==> config.mk <==
export PLATFORM = sky130hd
export DESIGN_NAME = ddp_pin_interface
export DESIGN_NICKNAME = d
export VERILOG_FILES = /design/src/hw/ddp_pkg.sv /design/src/hw/ddp_sync.sv /design/src/hw/ddp_fifo.sv /design/src/hw/ddp_pin_interface.sv
export SDC_FILE = /design/constraint.sdc
export NUM_CORES = 1
export LEC_CHECK = 0
export ABC_AREA = 1
export BUFFER_PORTS_ARGS = -buffer_cell sky130_fd_sc_hd__buf_2
export CAP_MARGIN = 5
export CORE_ASPECT_RATIO = 1.5
export CORE_MARGIN = 2
export CORE_UTILIZATION = 40
export DETAILED_ROUTE_END_ITERATION = 7
export HOLD_SLACK_MARGIN = 0.05
export PLACE_DENSITY = 0.59
export REMOVE_ABC_BUFFERS = 1
export SLEW_MARGIN = 15
export SYNTH_ARGS = -nofsm -noshare
export SYNTH_HDL_FRONTEND = slang
export SYNTH_SLANG_ARGS = --single-unit
==> constraint.sdc <==
create_clock -name clk_i -period 11.8 [get_ports clk_i]
set_input_delay 0.59 -clock clk_i [delete_from_list [all_inputs] [get_ports clk_i]]
set_output_delay 0.59 -clock clk_i [all_outputs]
set_load 0.02 [all_outputs]
==> src/hw/ddp_pkg.sv <==
// Shared constants, command codes and states for the DDR pin interface
package ddp_pkg;

   // Bus widths
   localparam int unsigned DATA_W = 64; // Data lines
   localparam int unsigned ECC_W = 8; // Check-bit lines
   localparam int unsigned LANES = 9; // Eight data bytes plus the check byte
   localparam int unsigned BEAT_W = DATA_W + ECC_W; // One beat on the pins
   localparam int unsigned ROWS = 4; // Memory rows
   localparam int unsigned ROW_W = 2; // Row number width
   localparam int unsigned ADDR_W = 13; // Multiplexed address width
   localparam int unsigned BANK_W = 2; // Bank select width
   localparam int unsigned SYNC_W = 2 + LANES + BEAT_W; // Pin inputs sampled

   // Burst, latency and buffer depth defaults
   localparam int unsigned BURST_BEATS = 2; // Beats per burst, one per strobe edge
   localparam int unsigned CAS_LATENCY = 2; // Read latency in memory clocks
   localparam int unsigned FIFO_DEPTH = 8; // Write data buffer depth
   localparam int unsigned CNT_W = 5; // Edge counter width

   // Reset and self refresh values of the pins
   localparam logic [ROWS-1:0] CS_NONE = 4'hf; // No row selected
   localparam logic [ROWS-1:0] CS_ALL = 4'h0; // Every row selected
   localparam logic [ROWS-1:0] CKE_AWAKE = 4'hf; // Clocks running
   localparam logic [ROWS-1:0] CKE_SLEEP = 4'h0; // Self refresh held
   localparam logic [ADDR_W-1:0] ADDR_RST = 13'h0000; // Address at reset
   localparam logic [BANK_W-1:0] BANK_RST = 2'h0; // Bank at reset
   localparam logic [SYNC_W-1:0] SYNC_RST = {1'b1, 82'h0}; // Gate idle high

   // Command codes as {row strobe, column strobe, write enable}, all active low
   typedef enum logic [2:0] {
      CMD_MRS = 3'h0,
      CMD_REFRESH = 3'h1,
      CMD_PRECHARGE = 3'h2,
      CMD_ACTIVE = 3'h3,
      CMD_WRITE = 3'h4,
      CMD_READ = 3'h5,
      CMD_BURST_STOP = 3'h6,
      CMD_NOP = 3'h7
   } ddp_cmd_e;

   // Sequencer states, Gray coded along idle, write, read, suspend
   typedef enum logic [1:0] {
      ST_IDLE = 2'h0,
      ST_WRITE = 2'h1,
      ST_READ = 2'h3,
      ST_SUSP = 2'h2
   } ddp_state_e;

endpackage : ddp_pkg

==> src/hw/ddp_sync.sv <==
// Two-stage synchroniser for pin inputs
`timescale 1ns/1ps
`default_nettype none
module ddp_sync #(
   parameter int unsigned W = 1,
   parameter logic [W-1:0] RST_VAL = '0
) (
   input wire logic clk_i,
   input wire logic rst_i,
   input wire logic [W-1:0] d_i,
   output logic [W-1:0] q_o
);

   logic [W-1:0] meta; // First stage, read only by the second

   // Both stages reset to constants
   always_ff @(posedge clk_i) begin
      if (rst_i) begin
         meta <= RST_VAL;
         q_o <= RST_VAL;
      end else begin
         meta <= d_i;
         q_o <= meta;
      end
   end

endmodule : ddp_sync
`default_nettype wire

==> src/hw/ddp_fifo.sv <==
// Write data FIFO with valid and ready on both sides
`timescale 1ns/1ps
`default_nettype none
module ddp_fifo #(
   parameter int unsigned W = 72,
   parameter int unsigned DEPTH = 8,
   localparam int unsigned AW = $clog2(DEPTH),
   localparam int unsigned CW = $clog2(DEPTH + 1)
) (
   input wire logic clk_i,
   input wire logic rst_i,
   input wire logic in_valid_i,
   output logic in_ready_o,
   input wire logic [W-1:0] in_data_i,
   output logic out_valid_o,
   input wire logic out_ready_i,
   output logic [W-1:0] out_data_o,
   output logic [CW-1:0] count_o
);

   logic [W-1:0] mem [DEPTH]; // Storage
   logic [AW-1:0] wr_ptr, next_wr_ptr; // Fill pointer
   logic [AW-1:0] rd_ptr, next_rd_ptr; // Drain pointer
   logic [CW-1:0] next_count; // Occupancy
   logic push, pop; // Handshakes

   assign push = in_valid_i & in_ready_o;
   assign pop = out_valid_o & out_ready_i;
   assign out_data_o = mem[rd_ptr];

   // Pointers and count; ready and valid are registered from the next count
   always_comb begin
      next_wr_ptr = push ? AW'(wr_ptr + 1'b1) : wr_ptr; // Depth is a power of two
      next_rd_ptr = pop ? AW'(rd_ptr + 1'b1) : rd_ptr;
      next_count = CW'(count_o + CW'(push) - CW'(pop));
   end

   always_ff @(posedge clk_i) begin
      if (rst_i) begin
         wr_ptr <= '0;
         rd_ptr <= '0;
         count_o <= '0;
         in_ready_o <= 1'b0;
         out_valid_o <= 1'b0;
      end else begin
         wr_ptr <= next_wr_ptr;
         rd_ptr <= next_rd_ptr;
         count_o <= next_count;
         in_ready_o <= (next_count != CW'(DEPTH)); // Honest full
         out_valid_o <= (next_count != '0); // Honest empty
      end
   end

   // Storage needs no reset
   always_ff @(posedge clk_i) begin
      if (push) begin
         mem[wr_ptr] <= in_data_i;
      end
   end

endmodule : ddp_fifo
`default_nettype wire

==> src/hw/ddp_pin_interface.sv <==
// DDR SDRAM pin interface: command, address, data, strobe and receive gate logic
//
// Summary of operation
// - One active-low chip select per row
// - Chip selects may change every memory rising edge
// - Thirteen-bit address carries row then column
// - Two-bit bank select picks bank within row
// - Row, column, write strobes encode each command
// - Sixty-four data lines, driven on writes only
// - Eight check-bit lines travel with the data
// - Nine strobes: one per data byte, one check
// - Four clock enables, changeable every rising edge
// - Drive receive gate out, looped back externally
// - Returned gate admits strobes only during reads
`timescale 1ns/1ps
`default_nettype none
module ddp_pin_interface #(
   parameter int unsigned BURST = ddp_pkg::BURST_BEATS,
   parameter int unsigned CAS_LAT = ddp_pkg::CAS_LATENCY,
   parameter int unsigned FIFO_DEPTH = ddp_pkg::FIFO_DEPTH
) (
   input wire logic clk_i,
   input wire logic rst_i,
   input wire logic cmd_valid_i,
   input wire logic [2:0] cmd_op_i,
   input wire logic [ddp_pkg::ROW_W-1:0] cmd_row_i,
   input wire logic [ddp_pkg::ADDR_W-1:0] cmd_addr_i,
   input wire logic [ddp_pkg::BANK_W-1:0] cmd_bank_i,
   output logic cmd_ack_o,
   input wire logic suspend_i,
   output logic suspended_o,
   input wire logic wr_data_valid_i,
   output logic wr_data_ready_o,
   input wire logic [ddp_pkg::BEAT_W-1:0] wr_data_i,
   output logic rd_data_valid_o,
   output logic [ddp_pkg::DATA_W-1:0] rd_data_o,
   output logic [ddp_pkg::ECC_W-1:0] rd_ecc_o,
   input wire logic mem_clock_i,
   output logic [ddp_pkg::ROWS-1:0] row_chip_select_n_o,
   output logic [ddp_pkg::ADDR_W-1:0] mux_mem_addr_o,
   output logic [ddp_pkg::BANK_W-1:0] bank_select_o,
   output logic row_strobe_n_o,
   output logic col_strobe_n_o,
   output logic mem_write_en_n_o,
   output logic [ddp_pkg::ROWS-1:0] row_clock_enable_o,
   input wire logic [ddp_pkg::DATA_W-1:0] mem_data_i,
   output logic [ddp_pkg::DATA_W-1:0] mem_data_o,
   output logic mem_data_oe_n_o,
   input wire logic [ddp_pkg::ECC_W-1:0] ecc_check_bits_i,
   output logic [ddp_pkg::ECC_W-1:0] ecc_check_bits_o,
   output logic ecc_check_bits_oe_n_o,
   input wire logic [ddp_pkg::LANES-1:0] byte_data_strobe_i,
   output logic [ddp_pkg::LANES-1:0] byte_data_strobe_o,
   output logic byte_data_strobe_oe_n_o,
   output logic rx_gate_feedback_out_n_o,
   input wire logic rx_gate_feedback_in_n_i
);

   localparam int unsigned CW = $clog2(FIFO_DEPTH + 1); // FIFO count width
   localparam int unsigned LW = ddp_pkg::LANES; // Strobe lanes
   localparam logic [ddp_pkg::CNT_W-1:0] WR_FIRST = 5'h02; // Edge of first write beat
   localparam logic [ddp_pkg::CNT_W-1:0] WR_END = ddp_pkg::CNT_W'(BURST + 2);
   localparam logic [ddp_pkg::CNT_W-1:0] GATE_RISES = ddp_pkg::CNT_W'(CAS_LAT + BURST / 2 + 1);

   // Synchronised pin inputs
   logic [ddp_pkg::SYNC_W-1:0] sync_q; // All sampled pins
   logic gate_n_s; // Returned receive gate
   logic mclk_s; // Memory clock level
   logic [LW-1:0] dqs_s; // Strobe levels
   logic [ddp_pkg::BEAT_W-1:0] beat_s; // Check bits over data
   logic mclk_d; // Previous clock level, for edges
   logic [LW-1:0] dqs_d; // Previous strobe levels
   logic rise_evt, fall_evt, edge_evt; // Memory clock edges

   // Write FIFO drain side
   logic fifo_valid; // A beat is waiting
   logic fifo_pop; // Take a beat
   logic [ddp_pkg::BEAT_W-1:0] fifo_data; // Head beat
   logic [CW-1:0] fifo_count; // Occupancy

   // Sequencer state
   ddp_pkg::ddp_state_e state, next_state; // Current activity
   logic [ddp_pkg::CNT_W-1:0] cnt, next_cnt; // Edges or rises since command
   logic [ddp_pkg::CNT_W-1:0] cnt_now; // Count including this edge
   logic accept; // Command taken this cycle
   logic [ddp_pkg::ROWS-1:0] next_cs, next_cke;
   logic [ddp_pkg::ADDR_W-1:0] next_addr;
   logic [ddp_pkg::BANK_W-1:0] next_bank;
   logic [2:0] cmd_q, next_cmd; // Row, column and write strobes
   logic next_ack, next_gate_n;
   logic [ddp_pkg::BEAT_W-1:0] next_wbeat; // Beat on the pins
   logic next_oe_n, next_dqs_oe_n;
   logic next_dqs; // Common write strobe level

   // Read capture
   logic [LW-1:0] got; // Lane has its byte for this beat
   logic [LW-1:0] cap; // Lane captures this cycle
   logic [ddp_pkg::BEAT_W-1:0] lane_bus; // Captured bytes
   logic beat_done; // Every lane captured
   logic [ddp_pkg::BEAT_W-1:0] rd_beat_q;

   // All pins enter through one two-stage sampler
   ddp_sync #(.W(ddp_pkg::SYNC_W), .RST_VAL(ddp_pkg::SYNC_RST)) u_sync (
      .clk_i(clk_i),
      .rst_i(rst_i),
      .d_i({rx_gate_feedback_in_n_i, mem_clock_i, byte_data_strobe_i, ecc_check_bits_i,
            mem_data_i}),
      .q_o(sync_q)
   );
   assign {gate_n_s, mclk_s, dqs_s, beat_s} = sync_q;

   // Write data buffer; its ready stalls the user when full
   ddp_fifo #(.W(ddp_pkg::BEAT_W), .DEPTH(FIFO_DEPTH)) u_wfifo (
      .clk_i(clk_i),
      .rst_i(rst_i),
      .in_valid_i(wr_data_valid_i),
      .in_ready_o(wr_data_ready_o),
      .in_data_i(wr_data_i),
      .out_valid_o(fifo_valid),
      .out_ready_i(fifo_pop),
      .out_data_o(fifo_data),
      .count_o(fifo_count)
   );

   // Edge finding on the sampled levels
   assign rise_evt = mclk_s & ~mclk_d;
   assign fall_evt = ~mclk_s & mclk_d;
   assign edge_evt = rise_evt | fall_evt;
   assign cnt_now = ddp_pkg::CNT_W'(cnt + 1'b1);

   // A write waits until its whole burst is buffered, so the pins never underrun
   assign accept = rise_evt && (state == ddp_pkg::ST_IDLE) && !suspend_i && cmd_valid_i &&
                   (cmd_op_i != ddp_pkg::CMD_WRITE || fifo_count >= CW'(BURST));

   // Pop on every driven write beat
   assign fifo_pop = (state == ddp_pkg::ST_WRITE) && edge_evt && cnt_now >= WR_FIRST &&
                     cnt_now < WR_END && fifo_valid;

   // Sequencer next values
   always_comb begin
      next_state = state;
      next_cnt = cnt;
      next_cs = row_chip_select_n_o;
      next_cke = row_clock_enable_o;
      next_addr = mux_mem_addr_o;
      next_bank = bank_select_o;
      next_cmd = cmd_q;
      next_ack = 1'b0;
      next_gate_n = rx_gate_feedback_out_n_o;
      next_wbeat = {ecc_check_bits_o, mem_data_o};
      next_oe_n = mem_data_oe_n_o;
      next_dqs_oe_n = byte_data_strobe_oe_n_o;
      next_dqs = byte_data_strobe_o[0];
      // Every rising edge defaults to deselect, so one-cycle selects are possible
      if (rise_evt) begin
         next_cs = ddp_pkg::CS_NONE;
         next_cmd = ddp_pkg::CMD_NOP;
      end
      case (state)
         ddp_pkg::ST_IDLE: begin
            if (rise_evt && suspend_i) begin
               // Self refresh to every row with the clock enables dropped
               next_cs = ddp_pkg::CS_ALL;
               next_cmd = ddp_pkg::CMD_REFRESH;
               next_cke = ddp_pkg::CKE_SLEEP;
               next_state = ddp_pkg::ST_SUSP;
            end else if (accept) begin
               next_ack = 1'b1;
               next_cs = ~(ddp_pkg::ROWS'(1) << cmd_row_i);
               next_cmd = cmd_op_i;
               next_addr = cmd_addr_i;
               next_bank = cmd_bank_i;
               next_cnt = '0;
               if (cmd_op_i == ddp_pkg::CMD_WRITE) begin
                  next_state = ddp_pkg::ST_WRITE;
               end else if (cmd_op_i == ddp_pkg::CMD_READ) begin
                  next_gate_n = 1'b0;
                  next_state = ddp_pkg::ST_READ;
               end
            end
         end
         ddp_pkg::ST_WRITE: begin
            if (edge_evt) begin
               next_cnt = cnt_now;
               if (cnt_now == 5'h01) begin
                  // Preamble: strobes driven low before the first beat
                  next_dqs_oe_n = 1'b0;
                  next_dqs = 1'b0;
               end else if (cnt_now < WR_END) begin
                  // One beat per edge, strobe toggling with each
                  next_oe_n = 1'b0;
                  next_wbeat = fifo_data;
                  next_dqs = ~cnt_now[0];
               end else begin
                  // Release every lane to the memory
                  next_oe_n = 1'b1;
                  next_dqs_oe_n = 1'b1;
                  next_dqs = 1'b0;
                  next_state = ddp_pkg::ST_IDLE;
               end
            end
         end
         ddp_pkg::ST_READ: begin
            // Gate window covers latency plus the burst, closed on a rise
            if (rise_evt) begin
               next_cnt = cnt_now;
               if (cnt_now == GATE_RISES) begin
                  next_gate_n = 1'b1;
                  next_state = ddp_pkg::ST_IDLE;
               end
            end
         end
         ddp_pkg::ST_SUSP: begin
            // Clock enables rise again once suspend is withdrawn
            if (rise_evt && !suspend_i) begin
               next_cke = ddp_pkg::CKE_AWAKE;
               next_state = ddp_pkg::ST_IDLE;
            end
         end
         default: begin
            next_state = ddp_pkg::ST_IDLE;
         end
      endcase
   end

   // Sequencer and pin registers
   always_ff @(posedge clk_i) begin
      if (rst_i) begin
         state <= ddp_pkg::ST_IDLE;
         cnt <= '0;
         mclk_d <= 1'b0;
         row_chip_select_n_o <= ddp_pkg::CS_NONE;
         row_clock_enable_o <= ddp_pkg::CKE_AWAKE;
         mux_mem_addr_o <= ddp_pkg::ADDR_RST;
         bank_select_o <= ddp_pkg::BANK_RST;
         cmd_q <= ddp_pkg::CMD_NOP;
         cmd_ack_o <= 1'b0;
         suspended_o <= 1'b0;
         rx_gate_feedback_out_n_o <= 1'b1;
         {ecc_check_bits_o, mem_data_o} <= '0;
         mem_data_oe_n_o <= 1'b1;
         ecc_check_bits_oe_n_o <= 1'b1;
         byte_data_strobe_oe_n_o <= 1'b1;
         byte_data_strobe_o <= '0;
      end else begin
         state <= next_state;
         cnt <= next_cnt;
         mclk_d <= mclk_s;
         row_chip_select_n_o <= next_cs;
         row_clock_enable_o <= next_cke;
         mux_mem_addr_o <= next_addr;
         bank_select_o <= next_bank;
         cmd_q <= next_cmd;
         cmd_ack_o <= next_ack;
         suspended_o <= (next_state == ddp_pkg::ST_SUSP);
         rx_gate_feedback_out_n_o <= next_gate_n;
         {ecc_check_bits_o, mem_data_o} <= next_wbeat;
         mem_data_oe_n_o <= next_oe_n;
         ecc_check_bits_oe_n_o <= next_oe_n; // Check bits move with the data
         byte_data_strobe_oe_n_o <= next_dqs_oe_n;
         byte_data_strobe_o <= {LW{next_dqs}};
      end
   end
   assign {row_strobe_n_o, col_strobe_n_o, mem_write_en_n_o} = cmd_q;

   // Per-lane capture: each strobe edge latches its own byte while the gate is open
   for (genvar l = 0; l < LW; l++) begin : g_lane
      logic [7:0] byte_q, next_byte; // Captured byte
      logic got_q, next_got; // Byte held for this beat
      assign cap[l] = (dqs_s[l] ^ dqs_d[l]) & ~gate_n_s;
      always_comb begin
         next_byte = byte_q;
         next_got = got_q;
         if (beat_done) begin
            next_got = 1'b0;
         end
         // A capture in the clearing cycle is kept
         if (cap[l]) begin
            next_byte = beat_s[8*l +: 8];
            next_got = 1'b1;
         end
      end
      always_ff @(posedge clk_i) begin
         if (rst_i) begin
            byte_q <= 8'h00;
            got_q <= 1'b0;
         end else begin
            byte_q <= next_byte;
            got_q <= next_got;
         end
      end
      assign got[l] = got_q;
      assign lane_bus[8*l +: 8] = byte_q;
   end
   assign beat_done = &got;

   // Read beat output and strobe history
   always_comb begin
      rd_beat_q = beat_done ? lane_bus : {rd_ecc_o, rd_data_o};
   end

   always_ff @(posedge clk_i) begin
      if (rst_i) begin
         dqs_d <= '0;
         rd_data_valid_o <= 1'b0;
         {rd_ecc_o, rd_data_o} <= '0;
      end else begin
         dqs_d <= dqs_s;
         rd_data_valid_o <= beat_done;
         {rd_ecc_o, rd_data_o} <= rd_beat_q;
      end
   end

   // Checks
   chk_cs_one_row: assert property (@(posedge clk_i) disable iff (rst_i)
      $onehot0(~row_chip_select_n_o) || row_chip_select_n_o == ddp_pkg::CS_ALL)
      else $error("more than one row selected");
   chk_cs_on_rise: assert property (@(posedge clk_i) disable iff (rst_i)
      $changed(row_chip_select_n_o) |-> $past(rise_evt))
      else $error("chip select changed off a rising edge");
   chk_addr_taken: assert property (@(posedge clk_i) disable iff (rst_i)
      accept |=> mux_mem_addr_o == $past(cmd_addr_i) && cmd_ack_o)
      else $error("address not presented with command");
   chk_bank_taken: assert property (@(posedge clk_i) disable iff (rst_i)
      accept |=> bank_select_o == $past(cmd_bank_i))
      else $error("bank not presented with command");
   chk_cmd_code: assert property (@(posedge clk_i) disable iff (rst_i)
      accept |=> {row_strobe_n_o, col_strobe_n_o, mem_write_en_n_o} == $past(cmd_op_i)
      ##1 row_chip_select_n_o == $past(row_chip_select_n_o))
      else $error("command code wrong");
   chk_drive_write: assert property (@(posedge clk_i) disable iff (rst_i)
      !mem_data_oe_n_o |-> !ecc_check_bits_oe_n_o && !byte_data_strobe_oe_n_o &&
      rx_gate_feedback_out_n_o)
      else $error("data driven outside a write");
   chk_suspend_cke: assert property (@(posedge clk_i) disable iff (rst_i)
      suspended_o |-> row_clock_enable_o == ddp_pkg::CKE_SLEEP)
      else $error("clock enables high in suspend");
   chk_cke_on_rise: assert property (@(posedge clk_i) disable iff (rst_i)
      $changed(row_clock_enable_o) |-> $past(rise_evt))
      else $error("clock enable changed off a rising edge");
   chk_gate_read: assert property (@(posedge clk_i) disable iff (rst_i)
      (accept && cmd_op_i == ddp_pkg::CMD_READ) |=> !rx_gate_feedback_out_n_o)
      else $error("receive gate not opened for read");
   chk_cap_gated: assert property (@(posedge clk_i) disable iff (rst_i)
      (|cap) |-> !gate_n_s && state != ddp_pkg::ST_WRITE)
      else $error("strobe captured outside a read");

endmodule : ddp_pin_interface
`default_nettype wire

# Word level (Yosys, flattened, before mapping)
# Memories as Yosys holds them, arrays and structs flattened. A register that Yosys moved wholly into a read port is not among the register bits.
# Cells that the tools add are included.
[word_totals]
reg_bits = 381
ramBits = 576
mem_count = 1
[op_classes]
addsub = 5
order_cmp = 3
eq_ne = 20
shifts = 1
mux = 54
n_bitwise = 31
reduce_logical = 35
[mem_list]
columns = ["name", "depth", "width", "rd", "rd_ports_with_merged_regs", "write_ports", "line_no", "text"]
rows = [
  ["u_wfifo.mem", 8, 72, 1, 1, 1, "ddp_fifo.sv:21", "logic [W-1:0] mem [DEPTH];"],
]
[op_table]
columns = ["cell", "n"]
rows = [
  ["2-to-1 mux 1 bit", 26],
  ["2-to-1 mux 4 bit", 6],
  ["nonzero test 2 bit", 11],
  ["2-to-1 mux 2 bit", 10],
  ["2-to-1 mux 5 bit", 4],
  ["one-hot mux 5 bit (3 select lines)", 1],
  ["inequality test 2 bit, second input constant", 7],
  ["bitwise AND 1 bit", 13],
  ["2-to-1 mux 3 bit", 4],
  ["AND reduction 3 bit", 4],
  ["logical AND 1 bit", 10],
  ["AND reduction 9 bit", 1],
  ["XOR 1 bit", 9],
  ["one-hot mux 2 bit (4 select lines)", 1],
  ["one-hot mux 4 bit (2 select lines)", 1],
  ["inverter 1 bit", 7],
  ["AND reduction 7 bit", 1],
  ["adder 3 x 1 -> 3 bit, second input constant", 2],
  ["== test 2 bit, second input constant", 3],
  ["== test 3 bit, second input constant", 2],
  ["inequality test 2 x 1 -> 1 bit, second input constant", 3],
  ["adder 5 x 1 -> 5 bit, second input constant", 1],
  ["== test 5 x 1 -> 1 bit, second input constant", 1],
  ["== test 5 x 3 -> 1 bit, second input constant", 1],
  ["20 further kinds", 20],
]

# Logic depth before layout (Yosys ltp)
# Gate-level depths: netlist (run 1).
[depth]
depth_word = 10
ltp_mapped = 15

# By module
# Synthesis (run 1) repeated with hierarchy kept, for this count alone.
[unflattened]
cells_unflattened = 3964
area_unflattened_um2 = 38849.8
[by_module_without_submodules]
columns = ["module", "instances", "cells_per_inst", "area_per_inst_um2"]
rows = [
  ["ddp_fifo", 1, 2014, 23586.4],
  ["ddp_pin_interface", 1, 1433, 10497.6],
  ["ddp_sync", 1, 517, 4765.8],
]

# Worst setup path before layout (run 1)
# Ideal clock, no wire load.
[synth_timing]
path_type = "in2reg"
start = "input port wr_data_valid_i"
end = "memory u_wfifo.mem[0][0], enable pin"
setup_time_ns = 0.503
t_arrival_ns = 3.928
required_ns = 11.297
path_slack_ns = 7.370
cell_stages = 4
path_buffers = 0
cell_sequence = "nand2_1 inv_1 nand2_1 nor2_1"
[synth_via]
elab_chain_len = 3
[synth_lines]
columns = ["element", "line_no", "text"]
rows = [
  ["start, declared", "ddp_pin_interface.sv:32", "input wire logic wr_data_valid_i,"],
  ["bitwise AND 1 bit", "ddp_fifo.sv:27", "assign push = in_valid_i & in_ready_o;"],
  ["net u_wfifo.push", "ddp_fifo.sv:25", "logic push, pop;"],
  ["2-to-1 mux 1 bit", "ddp_fifo.sv:56", "if (push) begin"],
  ["2-to-1 mux 1 bit (implied by the code)", "ddp_fifo.sv:57", "mem[wr_ptr] <= in_data_i;"],
  ["end, declared", "ddp_fifo.sv:21", ""],
]
# The timed path passes the listed nets, and every way through them passes these cells.

==> flow_summary_export.csv, run 1 <==
group,metric,value,unit
logic_synthesis,netlist_area,37900,um^2
logic_synthesis,yosysWarningCount,0,
detailed_routing,drtPass1Iterations,7,
floorplan,die_height,381,um
global_route,gr-total-overflow,0,
floorplan,die_x,255,um
power,power.density,172,nW/um^2
clock_network,cts_tree,"done",
sta,max_slew_margin,0.287,
setup_path,rr_worst_depth,8,
setup_path,critPathCaptureType,"register",
global_route,grt_first_pass_wirelength,142,mm
clock_network,cts_root_buf,"clkbuf_16",
logic_synthesis,synth.ff_latch_count,1026,
power,leakage,18.4,nW
power,ir_worst_vdd,0.000131,V
setup_path,setup.worst_path.class,"register to register",
final_layout,fin_area,44200,um^2
placement,globalplace.congestion,0.758,
clock_network,clock_path_buffers,3,
placement,place_hpwl,51.7,mm
clock_network,clkTransAtPathRegs,70,ps
setup_path,arrival,3850,ps
final_layout,fin_nets,4282,
floorplan,start_util,0.403,
setup_path,worstPathRequired,12420,ps
sta,worstMarginPinSlew,1070,ps
worst_hold_path,hold_path_class,"input pin to register",
detailed_routing,vias,25900,
sta,worst_slack,8560,ps
detailed_routing,drcViolationCount,0,
global_route,grtUsageTotal,0.186,
floorplan,floorplan.die_area,97400,um^2
logic_synthesis,syn_avg_cell_area,10.0,um^2
run,drv_cap,0,
logic_synthesis,synth_most_common_cell,"nand2_1",
clock_network,htree_num_levels,3,
clock_network,cts_made_buffers,96,
final_layout,nFillCells,8811,
logic_synthesis,synth-seq-area-share,0.693,
logic_synthesis,synthTopCellsByArea,"edfxtp_1 46%, dfxtp_1 24%, nand2_1 8.8%",
logic_synthesis,yosysTopAreaCellShare,0.456,
clock_network,cts_resized,0,
clock_network,clock_sink_count,1026,
placement,place_ws,8320,ps
floorplan,std_cell_rows,138,
setup_path,setup.worst_path.start_class,"register",
status,status,"complete, no violations",
detailed_routing,drt_iter0_markers,1600,
sta,final-setup-viol-count,0,
detailed_routing,wirelength,91.5,mm
logic_synthesis,synth_edf_count,576,
detailed_routing,routed_via_density,4.76,
placement,post_dp_cell_area,40800,um^2
sta,skew,18.9,ps
sta,finalCritPeriodShare,0.274,
sta,hold_violations,0,
logic_synthesis,syn_inst,3794,
detailed_routing,wl_per_cell,16.8,um
worst_hold_path,whs_path_depth,3,
global_route,antenna_found_initial,19,
sta,timing.fmax,309,MHz
logic_synthesis,yosysUniqueCellTypes,25,
setup_path,path_max_fanout,83,
sta,slew_viol_final,0,
logic_synthesis,yosys_most_used_dff,"edfxtp_1",
sta,rsz0062_at_grt,"false",
final_layout,drive_above_1_share,0.141,
global_route,grt_pass1_vias,25200,
logic_synthesis,synth_top_area_cell,"edfxtp_1",
detailed_routing,drtAntennaViolNets,0,
logic_synthesis,synth_common_cells,"885 x nand2_1, 576 x edfxtp_1, 544 x nor2_1, 450 x dfxtp_1, 448 x nand3_1",
final_layout,syn_to_final_growth,16.6,%
floorplan,io-pin-count,367,
logic_synthesis,ys_async_sr_fraction,0,
sta,tns,0,ps
placement,io_buffers,366,
clock_network,clkLatencyLatePin,680,ps
clock_network,postCtsSetupRepairBufs,0,
floorplan,core,94100,um^2
sta,fin_crit,3240,ps
global_route,grt_max_degree,115,
-- state kept, by name (all words and copies together), names as in the netlist, 4 cells and up --
register	cells
cnt	5
u_wfifo.count_o	4
g_lane.got_q	9
u_wfifo.mem	576
mux_mem_addr_o	13
rd_data_o	64
u_sync.meta	83
row_chip_select_n_o	4
mem_data_o	64
dqs_d	9
rd_ecc_o	8
ecc_check_bits_o	8
u_sync.q_o	83
g_lane.byte_q	72
-- stage by stage --
| stage | instances | util | power, mW | hold slack, ps |
|---|---|---|---|---|
| CTS | 5433 | 0.470 | 7.70 | 51.5 |
| finish | 5441 | 0.470 | 7.59 | 119 |
| detailed placement | 5251 | 0.434 | 4.41 | 394 |
| floorplan | 3587 | - | 4.24 | 388 |
| global route | 5437 | 0.470 | 7.88 | 80.9 |
| global placement | 5251 | 0.434 | 4.40 | 389 |
-- power breakdown --
| group | switching [mW] | leakage, nW | internal [mW] |
|---|---|---|---|
| Combinational | 0.259 | 7.87 | 0.110 |
| Clock | 1.35 | 1.67 | 1.92 |
| Sequential | 0.0344 | 8.87 | 3.92 |
-- cell families after synthesis --
group / count (synthesis) / synth area share
compound gates: 273 / 0.0361
xor+xnor: 4 / 0.000924
fa+ha+maj: 12 / 0.00416
buf+inv: 577 / 0.0607
flops: 1026 / 0.693
simple gates: 1902 / 0.205
-- metal layers --
layer,track usage,share of wire,vias up
met4,0.0629,0.023,20
li1,-,-,12900
met3,0.0362,0.055,140
met2,0.329,0.49,630
met1,0.228,0.43,12200
met5,0,0.0014,-
-- final timing paths --
kind / startpoint / to / slack [ps]
hold reg to reg: u_sync.meta[10] / u_sync.q_o[10] / 390
setup reg to reg: u_wfifo.rd_ptr[0] / mem_data_o[46] / 8560
setup / recovery: u_wfifo.rd_ptr[0] / mem_data_o[46] / 8560
hold / removal: ecc_check_bits_i[4] / u_sync.meta[68] / 120
-- repair_timing --
| item | CTS | global route |
|---|---|---|
| hold buffers | 1 | 0 |
| hold endpoints to repair | 1 | 0 |
| endpoints found under the setup margin | 0 | 0 |
-- placed cells by master (no fill, tap or decap), drive strengths merged --
| master | synthesis | routed |
|---|---|---|
| clkinvlp | 0 | 2 |
| clkbuf | 136 | 132 |
| buf | 71 | 404 |
| bufinv | 0 | 13 |
| nor2 | 546 | 546 |
| nand2 | 885 | 885 |
| nor3 | 5 | 5 |
| o311ai | 1 | 1 |
| ha | 11 | 11 |
| fa | 1 | 1 |
| xor2 | 2 | 2 |
| dfxtp | 450 | 450 |
| edfxtp | 576 | 576 |
| nand4 | 9 | 9 |
| a21oi | 101 | 101 |
| diode | 0 | 8 |
| nand3 | 448 | 448 |
| inv | 359 | 370 |
| or2 | 8 | 8 |
| o21ai | 171 | 171 |
| nand3b | 1 | 1 |
| xnor2 | 2 | 2 |
| dlygate4sd3 | 0 | 1 |
| clkinv | 11 | 34 |
-- layout make-up --
| type | count | area [um^2] | area share |
|---|---|---|---|
| antenna | 8 | 20.0 | 0.000453 |
| inverter | 370 | 1400 | 0.0317 |
| multi-input combinational | 2191 | 9390 | 0.212 |
| clock buffer | 132 | 2740 | 0.0620 |
| tap | 1260 | 1580 | 0.0357 |
| clock inverter | 49 | 638 | 0.0144 |
| sequential | 1026 | 26300 | 0.595 |
| timing repair buffer | 405 | 2130 | 0.0482 |
-- worst max-delay path, stage by stage, from the launching register on --
cell and delay [ps]:
dfxtp_4 1000, buf_4 790, buf_4 650, nand2_1 120, nand3_1 120, nand3_1 90
nand2_1 90, nor2_1 50, nor2_1 140
(Power assumes the default switching activity.)
==> inputs of run 2 (changes only) <==
Settings changed: ABC_AREA 1 to 0.
Clock period 11.8 ns to 3.2 ns, I/O delays scaled along.
==> run 2 against run 1 <==
Hold slack gained 120 ps. Final cell count shrank 21%. Synthesized cell count shrank 37%. Critical path type unchanged. Largest cell class unchanged.
==> flow_summary_export.csv, run 2 <==
group,metric,value,unit
floorplan,std_cell_rows,138,
setup_path,path_max_fanout,26,
power,power.density,591,nW/um^2
global_route,grt_max_degree,134,
run,drv_cap,0,
placement,place_hpwl,52.1,mm
setup_path,setup.worst_path.class,"register to register",
sta,finalCritPeriodShare,0.952,
floorplan,core,94100,um^2
detailed_routing,routed_via_density,5.00,
logic_synthesis,synth.ff_latch_count,1026,
sta,final-setup-viol-count,0,
sta,slew_viol_final,0,
setup_path,crit_slowest_cell,"dlygate4sd3_1",
logic_synthesis,syn_avg_cell_area,15.8,um^2
clock_network,clock_path_buffers,3,
clock_network,postCtsSetupRepairBufs,0,
global_route,grt_pass1_vias,22600,
logic_synthesis,synth_top_area_cell,"edfxtp_1",
final_layout,drive_above_1_share,0.318,
logic_synthesis,yosysTopAreaCellShare,0.458,
global_route,gr-total-overflow,0,
logic_synthesis,syn_inst,2394,
sta,max_slew_margin,0.285,
final_layout,layout_common_cells,"576 x edfxtp_1, 447 x dfxtp_1, 365 x buf_2",
clock_network,cts_root_buf,"clkbuf_16",
floorplan,die_x,255,um
status,status,"complete, no violations",
logic_synthesis,yosysWarningCount,0,
placement,place_ws,211,ps
global_route,grt_first_pass_wirelength,135,mm
logic_synthesis,synth_common_cells,"576 x edfxtp_1, 450 x dfxtp_1, 182 x nor2b_1, 166 x nand2_1, 144 x mux4_2",
final_layout,layout_commonest_cell,"edfxtp_1",
logic_synthesis,synth_most_common_cell,"edfxtp_1",
final_layout,nFillCells,7956,
detailed_routing,drt_iter0_markers,1166,
detailed_routing,drtAntennaViolNets,0,
logic_synthesis,netlist_area,37800,um^2
logic_synthesis,yosysUniqueCellTypes,62,
global_route,antenna_found_initial,12,
final_layout,seq_area,26300,um^2
placement,globalplace.congestion,0.755,
setup_path,setup.worst_path.start_class,"register",
sta,rsz0062_at_grt,"false",
power,ir_worst_vdd,0.000543,V
detailed_routing,drcViolationCount,0,
floorplan,io-pin-count,367,
final_layout,multi_input_area,10400,um^2
final_layout,fin_nets,3134,
detailed_routing,wl_per_cell,20.8,um
sta,skew,26.7,ps
final_layout,largest_registers,"u_wfifo.mem (576), u_sync.meta (83), u_sync.q_o (83)",
final_layout,syn_to_final_growth,22.6,%
sta,timing.fmax,328,MHz
setup_path,max_stage_delay,600,ps
detailed_routing,drtPass1Iterations,5,
floorplan,floorplan.die_area,97000,um^2
clock_network,clock_sink_count,1026,
placement,io_buffers,366,
sta,fin_crit,3050,ps
placement,place_inst,3918,
power,leakage,15.9,nW
setup_path,worstPathRequired,3760,ps
final_layout,regMostFlops,"u_wfifo.mem",
clock_network,clkTransAtPathRegs,70,ps
logic_synthesis,ys_async_sr_fraction,0,
clock_network,cts_resized,0,
sta,worstMarginPinSlew,1070,ps
clock_network,cts_tree,"done",
setup_path,cp_cell_sequence,"ha_1 -> or3b_4 -> a2111oi_4 -> buf_4 -> nor3b_1 -> dlygate4sd3_1 -> o21bai_1",
logic_synthesis,yosys_most_used_dff,"edfxtp_1",
detailed_routing,wirelength,89.2,mm
sta,hold_slack,236,ps
sta,hold_violations,0,
detailed_routing,vias,21400,
clock_network,htree_num_levels,3,
setup_path,arrival,3600,ps
setup_path,critPathCaptureType,"register",
floorplan,die_height,380,um
final_layout,stdcell_count,4286,
logic_synthesis,synthTopCellsByArea,"edfxtp_1 46%, dfxtp_1 24%, mux4_2 8.6%",
worst_hold_path,hold_path_class,"input pin to register",
sta,worst_slack,154,ps
global_route,grtUsageTotal,0.184,
final_layout,largest_register_ffs,576,
logic_synthesis,synth-seq-area-share,0.696,
clock_network,clkLatencyLatePin,680,ps
floorplan,start_util,0.402,
logic_synthesis,synth_edf_count,576,
clock_network,cts_made_buffers,97,
run 2: cell families (layout without fill, tap and decap cells):
kind of cell / Yosys count / in the layout / share of synthesized area
DFF: 1026 / 1026 / 0.696
other: 0 / 4 / 0
AOI/OAI and AO/OA: 278 / 278 / 0.0679
adders and majority gates: 12 / 12 / 0.00417
muxes: 304 / 304 / 0.131
xor gates and xnor gates: 15 / 15 / 0.00348
buffers and inverters: 246 / 874 / 0.0304
and+or+nand+nor: 513 / 513 / 0.0676
run 2: layer usage:
metal	part of all wire	up-vias	track usage	routed length (um)
met5	0.0012	-	0	105
met4	0.021	18	0.0567	1900
met3	0.053	130	0.0370	4700
met2	0.51	540	0.327	45900
met1	0.41	10900	0.221	36600
li1	-	9873	-	-
run 2: stage by stage:
step,total power [mW],utilization,area [um^2],TNS [ps]
2_1_floorplan,15.3,-,37000,-1304330
3_3_place_gp,15.8,0.438,41300,0
3_5_place_dp,15.8,0.438,41300,0
5_1_grt,28.3,0.493,46400,0
4_1_cts,27.7,0.492,46300,0
6_report,27.4,0.493,46400,0
run 2: power by group:
part | switching (mW) | total, mW | internal, mW
sequential | 0.0995 | 14.4 | 14.3
clock | 4.96 | 11.7 | 6.69
combinational | 0.706 | 1.33 | 0.628
total | 5.77 | 27.4 | 21.6
run 2: final cells by class:
class | count | area share
Inverter | 89 | 0.00721
Multi-Input combinational cell | 1122 | 0.225
Antenna cell | 4 | 0.000216
Clock buffer | 123 | 0.0571
Timing Repair Buffer | 606 | 0.0959
Sequential cell | 1026 | 0.568
Clock inverter | 56 | 0.0127
Tap cell | 1260 | 0.0340
run 2: critical path: cells and delay by family (launching register included):
kind	cells	cell delay, ps
and+or+nand+nor	2	730
buffers and inverters	2	1010
AOI/OAI and AO/OA	2	400
adders and majority gates	1	450
DFF	1	340
run 2: path summary, 6_finish.rpt:
path | depth (start not counted) | startpoint | slack [ps] | endpoint
max | 7 | u_sync.q_o[81] | 150 | row_chip_select_n_o[0]
min | 3 | mem_data_i[48] | 240 | u_sync.meta[48]
min reg2reg | 1 | u_sync.meta[82] | 430 | u_sync.q_o[82]
max reg2reg | 7 | u_sync.q_o[81] | 150 | row_chip_select_n_o[0]
run 2: what timing repair did:
item	in CTS	in global routing
setup endpoints to repair	0	0
hold buffers	185	0
hold endpoints to repair	705	0
